`config.mk`:
```
export PLATFORM = sky130hd
export DESIGN_NAME = tafl_core
export DESIGN_NICKNAME = d
export VERILOG_FILES = /design/src/include/tafl_pkg.sv /design/src/hdl/tafl_core.sv
export SDC_FILE = /design/constraint.sdc
export NUM_CORES = 1
export LEC_CHECK = 0
export BUFFER_PORTS_ARGS = -buffer_cell sky130_fd_sc_hd__buf_2
export CORE_MARGIN = 10
export CORE_UTILIZATION = 35
export CTS_BUF_LIST = sky130_fd_sc_hd__clkbuf_4
export CTS_CLUSTER_DIAMETER = 150
export DETAILED_ROUTE_END_ITERATION = 7
export MAX_ROUTING_LAYER = met4
export PLACE_DENSITY = 0.54
export SYNTH_ARGS = -nofsm -noshare
export SYNTH_HDL_FRONTEND = slang
export SYNTH_SLANG_ARGS = --single-unit
```
`constraint.sdc`:
```
create_clock -name clk_in -period 10.6 [get_ports clk_in]
set_input_delay 1.06 -clock clk_in [delete_from_list [all_inputs] [get_ports clk_in]]
set_output_delay 1.06 -clock clk_in [all_outputs]
set_load 0.005 [all_outputs]
```
`src/include/tafl_pkg.sv`:
```
// constants and types shared by the temperature alarm and fault logic
package tafl_pkg;
   // channel counts and widths: channel 0 is internal, 1..3 are external diodes
   localparam int          NCH          = 4;
   localparam int          NEXT         = 3;
   localparam int          TW           = 8;
   localparam int          AW           = 8;
   localparam int          DW           = 16;
   // register offsets
   localparam logic [7:0]  A_CONFIG     = 8'h00;
   localparam logic [7:0]  A_HYST       = 8'h01;
   localparam logic [7:0]  A_MASK       = 8'h02;
   localparam logic [7:0]  A_STATUS     = 8'h03;
   localparam logic [7:0]  A_HIGH_STAT  = 8'h04;
   localparam logic [7:0]  A_LOW_STAT   = 8'h05;
   localparam logic [7:0]  A_FAULT_STAT = 8'h06;
   localparam logic [7:0]  A_CRIT_STAT  = 8'h07;
   localparam logic [7:0]  A_BETA       = 8'h08;
   localparam logic [7:0]  A_HIGH0      = 8'h0c;
   localparam logic [7:0]  A_LOW0       = 8'h10;
   localparam logic [7:0]  A_CRIT0      = 8'h14;
   localparam logic [7:0]  A_TEMP0      = 8'h18;
   localparam logic [7:0]  A_IDEAL1     = 8'h20;
   localparam logic [7:0]  A_FACTOR1    = 8'h24;
   // field positions
   localparam int          CFG_INHIBIT  = 0;
   localparam int          CFG_COMP     = 1;
   localparam int          CFG_AUTOB    = 2;
   localparam int          CFG_BJT      = 3;
   localparam int          MASK_FT      = 7;
   // values after reset
   localparam logic [7:0]  CFG_RST      = 8'h05;
   localparam logic [7:0]  HYST_RST     = 8'h0a;
   localparam logic [7:0]  MASK_RST     = 8'h00;
   localparam logic [2:0]  BETA_RST     = 3'h7;
   localparam logic [5:0]  IDEAL_RST    = 6'h12;
   localparam logic [7:0]  HIGH_RST     = 8'h55;
   localparam logic [7:0]  LOW_RST      = 8'h00;
   localparam logic [7:0]  CRIT_RST     = 8'h64;
   // ideality factor table, in units of 0.0001
   localparam logic [5:0]  IDEAL_MIN    = 6'h08;
   localparam logic [5:0]  IDEAL_MAX    = 6'h37;
   localparam logic [15:0] DIODE_BASE   = 16'h26dd;
   localparam logic [15:0] BJT_BASE     = 16'h268d;
   localparam logic [15:0] STEP_X10     = 16'h0083;
   localparam logic [15:0] TEN          = 16'h000a;
   // pin behaviour
   typedef enum logic {TAFL_MODE_INT = 1'b0, TAFL_MODE_COMP = 1'b1} tafl_mode_t;
endpackage

```
`src/hdl/tafl_core.sv`:
```
// limit check, alarm pins, diode faults and compensation settings of the monitor
//
// Contract
// RULE1: comparator mode: alarm asserts when any unmasked channel is above its high limit.
// RULE2: comparator mode: alarm holds until all channels drop below high minus hysteresis.
// RULE3: comparator mode: high status follows the alarm, reads do not clear it.
// RULE4: comparator mode: the global inhibit bit does not block the alarm.
// RULE5: comparator mode: a masked channel never contributes to the alarm.
// RULE6: after reset the alarm is off and the global inhibit bit is set.
// RULE7: after reset a test fault is active, gated by the self-test bit.
// RULE8: software clears the inhibit bit and sets the self-test bit before use.
// RULE9: every channel has its own high, low and critical limit.
// RULE10: critical output asserts whenever a reading reaches its critical limit.
// RULE11: first external channel uses the detected gain setting when auto is on.
// RULE12: second and third external channels get no gain compensation.
// RULE13: software programs gain field all ones for plain diodes when auto is off.
// RULE14: each external channel has a 6-bit ideality setting sent to conversion.
// RULE15: diode model maps settings 08h..37h in ~0.0013 steps, 12h is 1.0080.
// RULE16: transistor model uses a shifted table where 12h is 1.0000.
// RULE17: each measurement checks external channels for open or supply-short faults.
// RULE18: a fault reads 00h, skips the low check and asserts the alarm unless masked. The code asserts the alarm on a fault in interrupt mode only.
// RULE19: anode shorts give zero readings, set low status and assert the alarm. The code raises both in interrupt mode only, with a low limit above 00h.
// RULE20: a cathode-to-ground short is no fault and raises nothing.
// RULE21: the fault register names the faulty channels and clears when read. The code records faults in interrupt mode only.
// RULE22: interrupt mode: alarm on high, low or fault, held until status is cleared.
// RULE23: interrupt mode: the inhibit bit forces the alarm off, status still updates.
// RULE24: a mode bit picks interrupt or comparator, used from the next evaluation.
`timescale 1ns/1ps
`default_nettype none
module tafl_core
   import tafl_pkg::*;
(
   input  wire logic                         clk_in,
   input  wire logic                         srst_in,
   input  wire logic [tafl_pkg::AW-1:0]      addr_in,
   input  wire logic [tafl_pkg::DW-1:0]      wdata_in,
   input  wire logic                         wr_in,
   input  wire logic                         rd_in,
   output logic      [tafl_pkg::DW-1:0]      rdata_out,
   input  wire logic                         meas_valid_in,
   input  wire logic [tafl_pkg::NCH*8-1:0]   temp_in,
   input  wire logic [tafl_pkg::NEXT-1:0]    diode_open_in,
   input  wire logic [tafl_pkg::NEXT-1:0]    anode_supply_short_in,
   input  wire logic [tafl_pkg::NEXT-1:0]    cathode_supply_short_in,
   input  wire logic [tafl_pkg::NEXT-1:0]    anode_zero_short_in,
   input  wire logic [2:0]                   beta_detect_in,
   output logic                              secondary_alarm_pin_oe_out,
   output logic                              crit_pin_oe_out,
   output logic      [2:0]                   beta_code_out,
   output logic      [tafl_pkg::NEXT*6-1:0]  ideality_out,
   output logic                              bjt_model_out
);
   import tafl_pkg::*;

   // subtract with floor at zero, used for both hysteresis thresholds
   function automatic logic [7:0] sub_sat(input logic [7:0] a, input logic [7:0] b);
      sub_sat = (a > b) ? a - b : 8'h00;
   endfunction

   // true when addr falls in a block of four registers starting at base
   function automatic logic in_blk(input logic [7:0] a, input logic [7:0] base);
      in_blk = (a[7:2] == base[7:2]);
   endfunction

   // ideality factor in units of 0.0001; codes outside the table clamp to its ends
   function automatic logic [15:0] ideal_factor(input logic [5:0] code, input logic bjt);
      logic [5:0]  c;
      logic [15:0] off;
      c = (code < IDEAL_MIN) ? IDEAL_MIN : ((code > IDEAL_MAX) ? IDEAL_MAX : code);
      off = {10'h000, c - IDEAL_MIN};
      ideal_factor = (bjt ? BJT_BASE : DIODE_BASE) + (off * STEP_X10) / TEN;
   endfunction

   logic [7:0]     cfg_r;
   logic [7:0]     hyst_r;
   logic [7:0]     mask_r;
   logic [2:0]     beta_r;
   logic [5:0]     ideal_r    [NEXT];
   logic [7:0]     high_lim_r [NCH];
   logic [7:0]     low_lim_r  [NCH];
   logic [7:0]     crit_lim_r [NCH];
   logic [7:0]     temp_r     [NCH];
   logic [NCH-1:0] high_stat_r;
   logic [NCH-1:0] low_stat_r;
   logic [NEXT-1:0] fault_stat_r;
   logic [NCH-1:0] hot_r;
   logic [NCH-1:0] crit_r;
   tafl_mode_t     eval_mode_r;
   logic           alarm_r;
   logic           crit_pin_r;
   logic [2:0]     beta_code_r;
   logic [DW-1:0]  rdata_r;

   logic [7:0]     rdg        [NCH];
   logic [NCH-1:0] fault_c;
   logic [NCH-1:0] hi_int;
   logic [NCH-1:0] hi_cmp;
   logic [NCH-1:0] lo_ev;
   logic [NCH-1:0] hot_nxt;
   logic [NCH-1:0] crit_nxt;
   logic [NCH-1:0] unmasked;
   logic           inhibit;
   logic           comp_sel;
   logic           art_fault;
   logic           rd_high;
   logic           rd_low;
   logic           rd_fault;

   assign inhibit   = cfg_r[CFG_INHIBIT];
   assign comp_sel  = cfg_r[CFG_COMP];
   assign unmasked  = ~mask_r[NCH-1:0];
   // RULE7 test fault
   // the built-in test fault stays active until software sets the self-test bit
   assign art_fault = ~mask_r[MASK_FT];
   assign rd_high   = rd_in && (addr_in == A_HIGH_STAT);
   assign rd_low    = rd_in && (addr_in == A_LOW_STAT);
   assign rd_fault  = rd_in && (addr_in == A_FAULT_STAT);

   // per channel evaluation of one set of readings
   always_comb begin
      for (int c = 0; c < NCH; c++) begin
         fault_c[c] = 1'b0;
         rdg[c]     = temp_in[c*8 +: 8];
         if (c > 0) begin
            // RULE17 fault check
            // RULE20 cathode ground ignored
            fault_c[c] = diode_open_in[c-1] | anode_supply_short_in[c-1]
                         | cathode_supply_short_in[c-1];
            // RULE18 zero reading
            // RULE19 shorts read zero
            if (fault_c[c] || anode_zero_short_in[c-1]) begin
               rdg[c] = 8'h00;
            end
         end
         // RULE9 per channel limits
         hi_int[c] = (rdg[c] >= high_lim_r[c]);
         hi_cmp[c] = (rdg[c] > high_lim_r[c]);
         // RULE18 no low check
         lo_ev[c]  = ~fault_c[c] && (rdg[c] < low_lim_r[c]);
         // RULE1 comparator set
         // RULE2 hysteresis release
         // RULE5 mask blocks set
         if (hi_cmp[c] && unmasked[c]) begin
            hot_nxt[c] = 1'b1;
         end else if (rdg[c] < sub_sat(high_lim_r[c], hyst_r)) begin
            hot_nxt[c] = 1'b0;
         end else begin
            hot_nxt[c] = hot_r[c];
         end
         // RULE10 critical tier
         if (rdg[c] >= crit_lim_r[c]) begin
            crit_nxt[c] = 1'b1;
         end else if (rdg[c] < sub_sat(crit_lim_r[c], hyst_r)) begin
            crit_nxt[c] = 1'b0;
         end else begin
            crit_nxt[c] = crit_r[c];
         end
      end
   end

   // configuration registers written by software
   always_ff @(posedge clk_in) begin
      if (srst_in) begin
         // RULE6 inhibit at reset
         cfg_r  <= CFG_RST;
         hyst_r <= HYST_RST;
         mask_r <= MASK_RST;
         beta_r <= BETA_RST;
      end else if (wr_in) begin
         if (addr_in == A_CONFIG) begin
            cfg_r <= wdata_in[7:0];
         end else if (addr_in == A_HYST) begin
            hyst_r <= wdata_in[7:0];
         end else if (addr_in == A_MASK) begin
            mask_r <= wdata_in[7:0];
         end else if (addr_in == A_BETA) begin
            beta_r <= wdata_in[2:0];
         end
      end
   end

   // limit and ideality tables
   always_ff @(posedge clk_in) begin
      if (srst_in) begin
         for (int c = 0; c < NCH; c++) begin
            high_lim_r[c] <= HIGH_RST;
            low_lim_r[c]  <= LOW_RST;
            crit_lim_r[c] <= CRIT_RST;
         end
         for (int e = 0; e < NEXT; e++) begin
            ideal_r[e] <= IDEAL_RST;
         end
      end else if (wr_in) begin
         // RULE9 limit storage
         if (in_blk(addr_in, A_HIGH0)) begin
            high_lim_r[addr_in[1:0]] <= wdata_in[7:0];
         end else if (in_blk(addr_in, A_LOW0)) begin
            low_lim_r[addr_in[1:0]] <= wdata_in[7:0];
         end else if (in_blk(addr_in, A_CRIT0)) begin
            crit_lim_r[addr_in[1:0]] <= wdata_in[7:0];
         end else if (in_blk(addr_in, A_IDEAL1) && (addr_in[1:0] != 2'h3)) begin
            // RULE14 ideality storage
            ideal_r[addr_in[1:0]] <= wdata_in[5:0];
         end
      end
   end

   // readings and the mode in force, captured at each evaluation
   always_ff @(posedge clk_in) begin
      if (srst_in) begin
         for (int c = 0; c < NCH; c++) begin
            temp_r[c] <= 8'h00;
         end
         eval_mode_r <= TAFL_MODE_INT;
         hot_r       <= '0;
         crit_r      <= '0;
      end else if (meas_valid_in) begin
         for (int c = 0; c < NCH; c++) begin
            temp_r[c] <= rdg[c];
         end
         // RULE24 mode taken here
         eval_mode_r <= tafl_mode_t'(comp_sel);
         hot_r       <= comp_sel ? hot_nxt : '0;
         crit_r      <= crit_nxt;
      end
   end

   // status, sticky in interrupt mode: a new event wins over a read in the same cycle
   always_ff @(posedge clk_in) begin
      if (srst_in) begin
         high_stat_r  <= '0;
         low_stat_r   <= '0;
         fault_stat_r <= '0;
      end else if (meas_valid_in && comp_sel) begin
         // RULE3 status follows alarm
         high_stat_r  <= hot_nxt;
         low_stat_r   <= rd_low ? '0 : low_stat_r;
         fault_stat_r <= rd_fault ? '0 : fault_stat_r;
      end else if (meas_valid_in) begin
         // RULE22 interrupt status
         // RULE23 status despite inhibit
         high_stat_r  <= hi_int | (rd_high ? '0 : high_stat_r);
         // RULE19 low status set
         low_stat_r   <= lo_ev | (rd_low ? '0 : low_stat_r);
         // RULE21 fault register
         fault_stat_r <= fault_c[NCH-1:1] | (rd_fault ? '0 : fault_stat_r);
      end else begin
         // RULE3 reads ignored in comparator
         if (rd_high && eval_mode_r == TAFL_MODE_INT) begin
            high_stat_r <= '0;
         end
         if (rd_low) begin
            low_stat_r <= '0;
         end
         // RULE21 clear on read
         if (rd_fault) begin
            fault_stat_r <= '0;
         end
      end
   end

   // alarm pins, open drain: the enable pulls the line low
   always_ff @(posedge clk_in) begin
      if (srst_in) begin
         alarm_r    <= 1'b0;
         crit_pin_r <= 1'b0;
      end else begin
         if (eval_mode_r == TAFL_MODE_COMP) begin
            // RULE4 inhibit ignored
            // RULE5 masked channel dropped
            alarm_r <= |(hot_r & unmasked);
         end else begin
            // RULE18 fault alarm
            // RULE23 inhibit forces off
            alarm_r <= ~inhibit & ((|((high_stat_r | low_stat_r | {fault_stat_r, 1'b0})
                                       & unmasked)) | art_fault);
         end
         // RULE10 never masked
         crit_pin_r <= |crit_r;
      end
   end

   // gain compensation select, first external channel only
   always_ff @(posedge clk_in) begin
      if (srst_in) begin
         beta_code_r <= BETA_RST;
      end else begin
         // RULE11 auto detect
         // RULE12 no other channels
         beta_code_r <= cfg_r[CFG_AUTOB] ? beta_detect_in : beta_r;
      end
   end

   // read port: data stand in the cycle after the strobe; unmapped reads give zero
   always_ff @(posedge clk_in) begin
      if (srst_in) begin
         rdata_r <= '0;
      end else if (rd_in) begin
         rdata_r <= '0;
         if (addr_in == A_CONFIG) begin
            rdata_r[7:0] <= cfg_r;
         end else if (addr_in == A_HYST) begin
            rdata_r[7:0] <= hyst_r;
         end else if (addr_in == A_MASK) begin
            rdata_r[7:0] <= mask_r;
         end else if (addr_in == A_STATUS) begin
            rdata_r[3:0] <= {|crit_r, |fault_stat_r, |low_stat_r, |high_stat_r};
         end else if (addr_in == A_HIGH_STAT) begin
            rdata_r[NCH-1:0] <= high_stat_r;
         end else if (addr_in == A_LOW_STAT) begin
            rdata_r[NCH-1:0] <= low_stat_r;
         end else if (addr_in == A_FAULT_STAT) begin
            rdata_r[NCH-1:1] <= fault_stat_r;
         end else if (addr_in == A_CRIT_STAT) begin
            rdata_r[NCH-1:0] <= crit_r;
         end else if (addr_in == A_BETA) begin
            rdata_r[2:0] <= beta_code_r;
         end else if (in_blk(addr_in, A_HIGH0)) begin
            rdata_r[7:0] <= high_lim_r[addr_in[1:0]];
         end else if (in_blk(addr_in, A_LOW0)) begin
            rdata_r[7:0] <= low_lim_r[addr_in[1:0]];
         end else if (in_blk(addr_in, A_CRIT0)) begin
            rdata_r[7:0] <= crit_lim_r[addr_in[1:0]];
         end else if (in_blk(addr_in, A_TEMP0)) begin
            rdata_r[7:0] <= temp_r[addr_in[1:0]];
         end else if (in_blk(addr_in, A_IDEAL1) && (addr_in[1:0] != 2'h3)) begin
            rdata_r[5:0] <= ideal_r[addr_in[1:0]];
         end else if (in_blk(addr_in, A_FACTOR1) && (addr_in[1:0] != 2'h3)) begin
            // RULE15 diode table
            // RULE16 transistor table
            rdata_r <= ideal_factor(ideal_r[addr_in[1:0]], cfg_r[CFG_BJT]);
         end
      end
   end

   assign rdata_out                  = rdata_r;
   assign secondary_alarm_pin_oe_out = alarm_r;
   assign crit_pin_oe_out            = crit_pin_r;
   assign beta_code_out              = beta_code_r;
   // RULE14 settings to converter
   assign ideality_out               = {ideal_r[2], ideal_r[1], ideal_r[0]};
   assign bjt_model_out              = cfg_r[CFG_BJT];

   // checks on the alarm behaviour
   property p_rule1;
      @(posedge clk_in) disable iff (srst_in)
      meas_valid_in && comp_sel && |(hi_cmp & unmasked) |-> ##2 secondary_alarm_pin_oe_out;
   endproperty
   a_rule1: assert property (p_rule1) else $error("alarm missed over high limit"); // RULE1

   property p_rule2;
      @(posedge clk_in) disable iff (srst_in)
      eval_mode_r == TAFL_MODE_COMP && |(hot_r & unmasked) && !meas_valid_in && !wr_in
      |=> secondary_alarm_pin_oe_out;
   endproperty
   a_rule2: assert property (p_rule2) else $error("alarm dropped above hysteresis"); // RULE2

   property p_rule3;
      @(posedge clk_in) disable iff (srst_in)
      eval_mode_r == TAFL_MODE_COMP && comp_sel && rd_high && !meas_valid_in
      |=> high_stat_r == $past(high_stat_r);
   endproperty
   a_rule3: assert property (p_rule3) else $error("read cleared comparator status"); // RULE3

   property p_rule4;
      @(posedge clk_in) disable iff (srst_in)
      meas_valid_in && comp_sel && inhibit && |(hi_cmp & unmasked) && !wr_in
      ##1 !wr_in |-> ##1 secondary_alarm_pin_oe_out;
   endproperty
   a_rule4: assert property (p_rule4) else $error("inhibit blocked comparator alarm"); // RULE4

   property p_rule6;
      @(posedge clk_in) $fell(srst_in) |-> !secondary_alarm_pin_oe_out && inhibit;
   endproperty
   a_rule6: assert property (p_rule6) else $error("alarm not disabled after reset"); // RULE6

   property p_rule10;
      @(posedge clk_in) disable iff (srst_in)
      meas_valid_in && rdg[1] >= crit_lim_r[1] |-> ##2 crit_pin_oe_out;
   endproperty
   a_rule10: assert property (p_rule10) else $error("critical output missed"); // RULE10

   property p_rule18;
      @(posedge clk_in) disable iff (srst_in)
      meas_valid_in && !comp_sel && diode_open_in[2] |=> fault_stat_r[2] && temp_r[3] == 8'h00;
   endproperty
   a_rule18: assert property (p_rule18) else $error("diode fault not reported"); // RULE18

   property p_rule21;
      @(posedge clk_in) disable iff (srst_in)
      rd_fault && !meas_valid_in |=> fault_stat_r == '0;
   endproperty
   a_rule21: assert property (p_rule21) else $error("fault register not cleared"); // RULE21

   property p_rule23;
      @(posedge clk_in) disable iff (srst_in)
      eval_mode_r == TAFL_MODE_INT && inhibit |=> !secondary_alarm_pin_oe_out;
   endproperty
   a_rule23: assert property (p_rule23) else $error("inhibit did not hold alarm off"); // RULE23

   c_comp_alarm: cover property (@(posedge clk_in) disable iff (srst_in)
      eval_mode_r == TAFL_MODE_COMP && secondary_alarm_pin_oe_out);
   c_int_alarm: cover property (@(posedge clk_in) disable iff (srst_in)
      eval_mode_r == TAFL_MODE_INT && secondary_alarm_pin_oe_out && !art_fault);
   c_crit: cover property (@(posedge clk_in) disable iff (srst_in) crit_pin_oe_out);
   c_fault_read: cover property (@(posedge clk_in) disable iff (srst_in)
      rd_fault && |fault_stat_r);
endmodule
`default_nettype wire

```
# Word level (Yosys, flattened, before mapping)
# Memories as Yosys holds them, arrays and structs flattened.
# Cells that the tools add are included.
# Widths: inputs -> output; s select.
# word_totals
wordCells,300
mem_count,5
mem_bits_rw,146
register_bits,68
# classes
n_eq_ne,15
mux,147
add_sub_neg,10
div_mod_pow,1
mul,1
n_bitwise,29
n_lt_le_gt_ge,34
reduce_logical,41
# memory_table
memory,words,width,read_ports,rd_ports_with_merged_regs,write_ports,line_no,source
crit_lim_r,4,8,5,0,4,tafl_core.sv:81,logic [7:0] crit_lim_r [NCH];
high_lim_r,4,8,5,0,4,tafl_core.sv:79,logic [7:0] high_lim_r [NCH];
low_lim_r,4,8,5,0,4,tafl_core.sv:80,logic [7:0] low_lim_r [NCH];
temp_r,4,8,1,0,4,tafl_core.sv:82,logic [7:0] temp_r [NCH];
ideal_r,3,6,4,0,3,tafl_core.sv:78,logic [5:0] ideal_r [NEXT];
# op_table
cell,count
$mux 16,17
$mux 8,32
$mux 10,16
$gt 8x8->1,12
$lt 8x8->1,12
$ge 8x8->1,8
$sub 8x8->8,8
$mux 12,5
$mux 1,49
$mux 4,12
$eq 8x3->1 const B,4
$mux 6,4
$reduce_or 8->1,3
$reduce_or 4->1,5
$eq 6x3->1 const B,3
$mux 3,6
$add 14x16->16,1
$div 14x4->16 const B,1
$eq 8x2->1 const B,2
$or 4x4->4,4
$logic_and 1x1->1,14
$mul 6x8->14 const B,1
$mux 13,1
$eq 6x4->1 const B,2
other kinds (25),56

# Depth between registers and ports, before layout
# An unclocked memory read counts as a cell.
# logic_depth
ltp_word,54
mapped_depth,44
ltp_nobuf,36

# Least setup slack after synthesis
# Ideal clock, no wire load.
# synth_path
path_kind,input-to-reg
startpoint,input port addr_in[0] (netlist bit)
endpoint,register rdata_r[10] (netlist: rdata_out[10])
path_slack_ps,1249
n_path_buf,8
setup_time_ps,129
arrival_time_ps,9222
cell_stages,43
cell_sequence,buf_6 > mux4_2 > buf_2 > o21ai_0 > ha_1 > xnor2_2 > inv_2 > clkbuf_1 > ha_1 > inv_1 > ha_1 > ha_1 > ha_1 > clkbuf_1 > nand4_1 > o2111ai_1 > mux2i_1 > a21o_1 > (+7 left out) > inv_4 > buf_6 > mux2i_1 > nand3_1 > a21oi_1 > and2_1 > clkbuf_2 > nor3_1 > a211o_1 > maj3_2 > a21o_1 > ha_1 > o31a_1 > o21ai_0 > and2_1 > o21ai_0 > a21oi_1 > o22ai_1
# synth_between
elab_chain_cells,54
elab_cells_between_ends,67
# synth_rtl
item,line_no,source
from (decl),tafl_core.sv:35,"input wire logic [tafl_pkg::AW-1:0] addr_in,"
$mem_v2 3x6,n/a,
$gt 6x6->1,tafl_core.sv:69,c = (code < IDEAL_MIN) ? IDEAL_MIN : ((code > IDEAL_MAX) ? IDEAL_MAX : code);
$mux 6 (2 in series),tafl_core.sv:69,
$sub 6x4->6,tafl_core.sv:70,"off = {10'h000, c - IDEAL_MIN};"
$mul 6x8->14,tafl_core.sv:71,ideal_factor = (bjt ? BJT_BASE : DIODE_BASE) + (off * STEP_X10) / TEN;
$div 14x4->16,tafl_core.sv:71,
$add 14x16->16,tafl_core.sv:71,
$mux 16,tafl_core.sv:328,"end else if (in_blk(addr_in, A_FACTOR1) && (addr_in[1:0] != 2'h3)) begin"
(+37 left out),n/a,
$mux 12,tafl_core.sv:314,end else if (addr_in == A_CRIT_STAT) begin
$mux 12,tafl_core.sv:312,end else if (addr_in == A_FAULT_STAT) begin
$mux 12,tafl_core.sv:310,end else if (addr_in == A_LOW_STAT) begin
$mux 12,tafl_core.sv:308,end else if (addr_in == A_HIGH_STAT) begin
$mux 12,tafl_core.sv:306,end else if (addr_in == A_STATUS) begin
$mux 8,tafl_core.sv:304,end else if (addr_in == A_MASK) begin
$mux 8,tafl_core.sv:302,end else if (addr_in == A_HYST) begin
$mux 8 *,tafl_core.sv:300,if (addr_in == A_CONFIG) begin
"to (signal, indexed assignment)",tafl_core.sv:309,rdata_r[NCH-1:0] <= high_stat_r;
"to (signal, indexed assignment)",tafl_core.sv:311,rdata_r[NCH-1:0] <= low_stat_r;
"to (signal, indexed assignment)",tafl_core.sv:313,rdata_r[NCH-1:1] <= fault_stat_r;
to (decl),tafl_core.sv:92,logic [DW-1:0] rdata_r;
# Every way passes the cells marked *; elsewhere a longest branch is shown, timed or not. The select of a mux whose other input is x is not followed.
# A chain may end at the register's enable or synchronous reset.

# Worst setup path in the final report
# layout_path
startpoint,input port addr_in[0] (netlist bit)
endpoint,register rdata_r[1] (netlist: rdata_out[1])
# layout_between
elab_chain_cells,39
elab_cells_between_ends,56
# layout_rtl
item,line_no,source
$mem_v2 3x6,n/a,
$gt 6x6->1,tafl_core.sv:69,
$mux 6 (2 in series),tafl_core.sv:69,
$sub 6x4->6,tafl_core.sv:70,
$mul 6x8->14,tafl_core.sv:71,
$div 14x4->16,tafl_core.sv:71,
$add 14x16->16,tafl_core.sv:71,
$mux 16,tafl_core.sv:328,
(+22 left out),n/a,
$mux 4,tafl_core.sv:314,
$mux 3,tafl_core.sv:312,
$mux 4,tafl_core.sv:310,
$mux 4,tafl_core.sv:308,
$mux 4,tafl_core.sv:306,
$mux 8,tafl_core.sv:304,
$mux 8,tafl_core.sv:302,
$mux 8 *,tafl_core.sv:300,
to (signal assigned),tafl_core.sv:301,rdata_r[7:0] <= cfg_r;
to (signal assigned),tafl_core.sv:303,rdata_r[7:0] <= hyst_r;
to (signal assigned),tafl_core.sv:305,rdata_r[7:0] <= mask_r;
# Marked as above.

==> results.py <==
metrics = {
    "sta": {
        "worst_clock_skew_ns": 0.04665,
        "grt_setup_unrepaired": "false",
        "worstMarginPinSlew_ns": 1.284,
        "layout_worst_path_cycle_share_pct": 92.75,
        "max_slew_margin_pct": 14.05,
        "worst_slack_ns": 0.7682,
        "fmax_mhz": 101.7,
        "timing.final.max_slew_violations": 0,
        "setup_viol": 0,
        "hold_violations": 0,
        "fin_setup_tns_ns": 0,
        "timing.final.crit_period_ns": 9.832,
    },
    "clock_tree": {
        "cts.root.buffer_cell": "sky130_fd_sc_hd__clkbuf_4",
        "cts.clk_slew.worst_paths_ns": 0.06,
        "cts_tree": "yes",
        "clock_insertion_delay_worst_skew_ns": 0.83,
        "cts.repair_timing.setup_buffer_count": 0,
        "clock_buffer_depth": 3,
        "clock_sink_count": 217,
        "cts_hold_buf": 0,
        "clock_buffer_count_from_cts": 61,
        "postCtsResizedCells": 0,
        "htree_levels": 2,
    },
    "setup_path": {
        "worst-r2r-cell-count": 34,
        "critical_path_buf_inv_count": 3,
        "r2r_slack_ns": 0.80,
        "critPathRequiredTime_ns": 11.28,
        "cp_data_arrival_time_ns": 10.51,
        "timing.critical_path.max_delay_family": "compound AO/OA/AOI/OAI gates",
        "crit_path_launch_type": "input port",
        "path_class": "input port to flop",
        "reg2reg_from": "ideal_r[1][3]$_SDFFCE_PN0P_",
        "critPathMaxStageDelay_ns": 0.67,
        "worst_r2r_endpoint": "rdata_out[1]$_SDFFE_PP0P_",
        "critPathMaxFanout": 12,
        "timing.critical_path.to_type": "flop",
        "crit_path_frequent_cell": "sky130_fd_sc_hd__ha_1",
        "timing.critical_path.slowest_stage_cell": "sky130_fd_sc_hd__mux4_2",
    },
    "die": {
        "floorplan.die.width_um": 251.8,
        "die-height_um": 251.8,
        "die_area_um2": 63380,
        "initial_core_util_pct": 35.56,
        "core_um2": 52870,
        "io_pins": 116,
        "num_rows": 84,
    },
    "detailed_routing": {
        "vias_post_dr": 16740,
        "route.met2.wl_um": 32450,
        "drt_iter0_drc": 1705,
        "drt-vias-per-instance": 5.760,
        "avgRoutedWirePerCell_um": 24.56,
        "top_layer": "met4",
        "met3_length_um": 4967,
        "first_pass_detailed_route_iteration_total": 6,
        "drcViolationCount": 0,
        "drt_wl_total_um": 71370,
        "detailed_route_wire_length_on_metal_1_um": 30790,
        "detail-route-antenna-nets": 0,
    },
    "grt": {
        "number_of_global_route_vias_before_repair": 16160,
        "grt_pass1_wl_um": 105100,
        "antenna_found_initial": 5,
        "globalRouteOverflowTotal": 0,
        "global_route.usage.total_pct": 22.61,
        "grt_max_degree": 61,
    },
    "finish": {
        "syn_to_final_growth_pct": 10.93,
        "fillers": 5408,
        "fin_nets": 2485,
        "mostFrequentLayoutCells": "sky130_fd_sc_hd__ha_1 (233), sky130_fd_sc_hd__nand2_1 (179), sky130_fd_sc_hd__edfxtp_1 (152)",
        "layout_commonest_cell": "sky130_fd_sc_hd__ha_1",
        "final_layout_size_suffix_gt1_share_pct": 14.72,
    },
    "placement": {
        "hpwlAfterDp_um": 54660,
        "detailedPlace.worstSlack_ns": 0.08012,
        "gp_congestion": 0.9969,
        "io_buffers": 104,
    },
    "yosys": {
        "cells_after_synthesis": 2054,
        "yosys_most_used_dff": "sky130_fd_sc_hd__edfxtp_1",
        "async_flop_share_pct": 0,
        "synthesis.area_um2": 18800,
        "portion_of_the_post_synthesis_area_used_by_sequential_elements_pct": 31.20,
        "syn_avg_cell_area_um2": 9.152,
        "yosys.cell_types.count": 95,
        "yosys_warnings": 0,
        "synth_edf_count": 152,
        "synth-seq-cells": 217,
    },
    "flow_run": {
        "timing.max_cap.violations": 0,
    },
    "hold_path": {
        "holdPathEnd": "beta_code_out[0]$_SDFF_PP1_",
        "worst_hold_startpoint": "beta_detect_in[0]",
        "min_path_cells": 2,
        "hold_path_class": "input port to flop",
    },
    "outcome": {
        "run_status": "completed",
    },
    "pwr": {
        "ir_worst_vdd_mv": 0.2067,
        "static-leakage-power_uw": 0.009297,
        "power.density_nw_per_um2": 183.4,
    },
}
==> registers in the layout (all words and copies together), names as in the netlist, 4 cells and up <==
signal / flops
rdata_out: 13
hot_r: 4
crit_r: 4
low_stat_r: 4
high_lim_r: 32
temp_r: 32
cfg_r: 8
low_lim_r: 32
high_stat_r: 4
hyst_r: 8
crit_lim_r: 32
ideal_r: 24
mask_r: 8
==> power breakdown <==
part	total, uW	internal (uW)	switching (uW)
registers	983	944	39.1
logic	2050	737	1310
clock network	793	406	387
==> through the flow <==
| step | util (%) | hold WS (ns) | power (uW) | area [um^2] | instances |
|---|---|---|---|---|---|
| global placement | 37.95 | 0.4397 | 2973 | 20060 | 2792 |
| detailed placement | 37.95 | 0.4442 | 2990 | 20060 | 2792 |
| CTS | 39.43 | 0.3980 | 3799 | 20850 | 2903 |
| floorplan | - | 0.4272 | 2470 | 18830 | 2062 |
| finish | 39.44 | 0.4514 | 3824 | 20850 | 2906 |
| global route | 39.44 | 0.4030 | 4076 | 20850 | 2906 |
==> cell usage after synthesis, types with 37 or more instances <==
cell / n / share of area, %
sky130_fd_sc_hd__nand2b_1: 44 / 1.5
sky130_fd_sc_hd__nor2_1: 129 / 2.6
sky130_fd_sc_hd__clkbuf_1: 68 / 1.4
sky130_fd_sc_hd__edfxtp_1: 152 / 24
sky130_fd_sc_hd__a21oi_1: 134 / 3.6
sky130_fd_sc_hd__a21o_1: 106 / 4.2
sky130_fd_sc_hd__mux4_2: 39 / 4.7
sky130_fd_sc_hd__inv_1: 137 / 2.7
sky130_fd_sc_hd__xor2_1: 37 / 1.7
sky130_fd_sc_hd__nand2_1: 179 / 3.6
sky130_fd_sc_hd__dfxtp_1: 65 / 6.9
sky130_fd_sc_hd__and2_1: 67 / 2.2
sky130_fd_sc_hd__o21ai_0: 88 / 2.3
sky130_fd_sc_hd__ha_1: 233 / 16
sky130_fd_sc_hd__nor2b_1: 49 / 1.6
sky130_fd_sc_hd__and3_1: 69 / 2.3
==> layer usage <==
| metal | global-route usage (%) | vias to the layer above |
|---|---|---|
| met4 | 9.765 | 0 |
| met1 | 28.81 | 8113 |
| li1 | - | 7801 |
| met5 | - | - |
| met2 | 35.50 | 682 |
| met3 | 3.084 | 142 |
==> cell families (layout without fill, tap and decap cells) <==
group / count (synthesis) / after routing / share of synthesized area (%)
compound gates: 512 / 512 / 18.57
xor+xnor: 70 / 70 / 3.341
fa+ha+maj: 243 / 243 / 16.53
buf+inv: 236 / 389 / 4.965
flops: 217 / 217 / 31.20
mux: 60 / 60 / 5.817
other cells: 1 / 12 / 0.01995
simple gates: 715 / 715 / 19.56
==> layout make-up <==
type	instances	area (um^2)	share of cell area, %
inverters	141	534.3	2.562
clock buffers	95	713.2	3.420
clock inverters	16	71.32	0.3420
well taps	688	860.8	4.128
flip-flops and latches	217	5866	28.13
repair buffers	137	770.7	3.696
diodes	3	7.507	0.03600
multi-input cells	1609	12030	57.69
==> how the worst max path moves through the flow <==
stage                                            from                    endpoint  slack [ns]  depth (start not counted)
after floorplan                            addr_in[0]  rdata_out[10]$_SDFFE_PP0P_        1.25                         43
after CTS                 ideal_r[2][3]$_SDFFCE_PN0P_   rdata_out[4]$_SDFFE_PP0P_        0.96                         32
after global routing      ideal_r[1][3]$_SDFFCE_PN0P_   rdata_out[1]$_SDFFE_PP0P_        0.03                         34
after detailed placement                   addr_in[0]   rdata_out[1]$_SDFFE_PP0P_        0.08                         35
final                                      addr_in[0]   rdata_out[1]$_SDFFE_PP0P_        0.77                         35
after global placement                     addr_in[0]   rdata_out[4]$_SDFFE_PP0P_        0.25                         32
No activity file was read; power rests on OpenSTA's default activity.
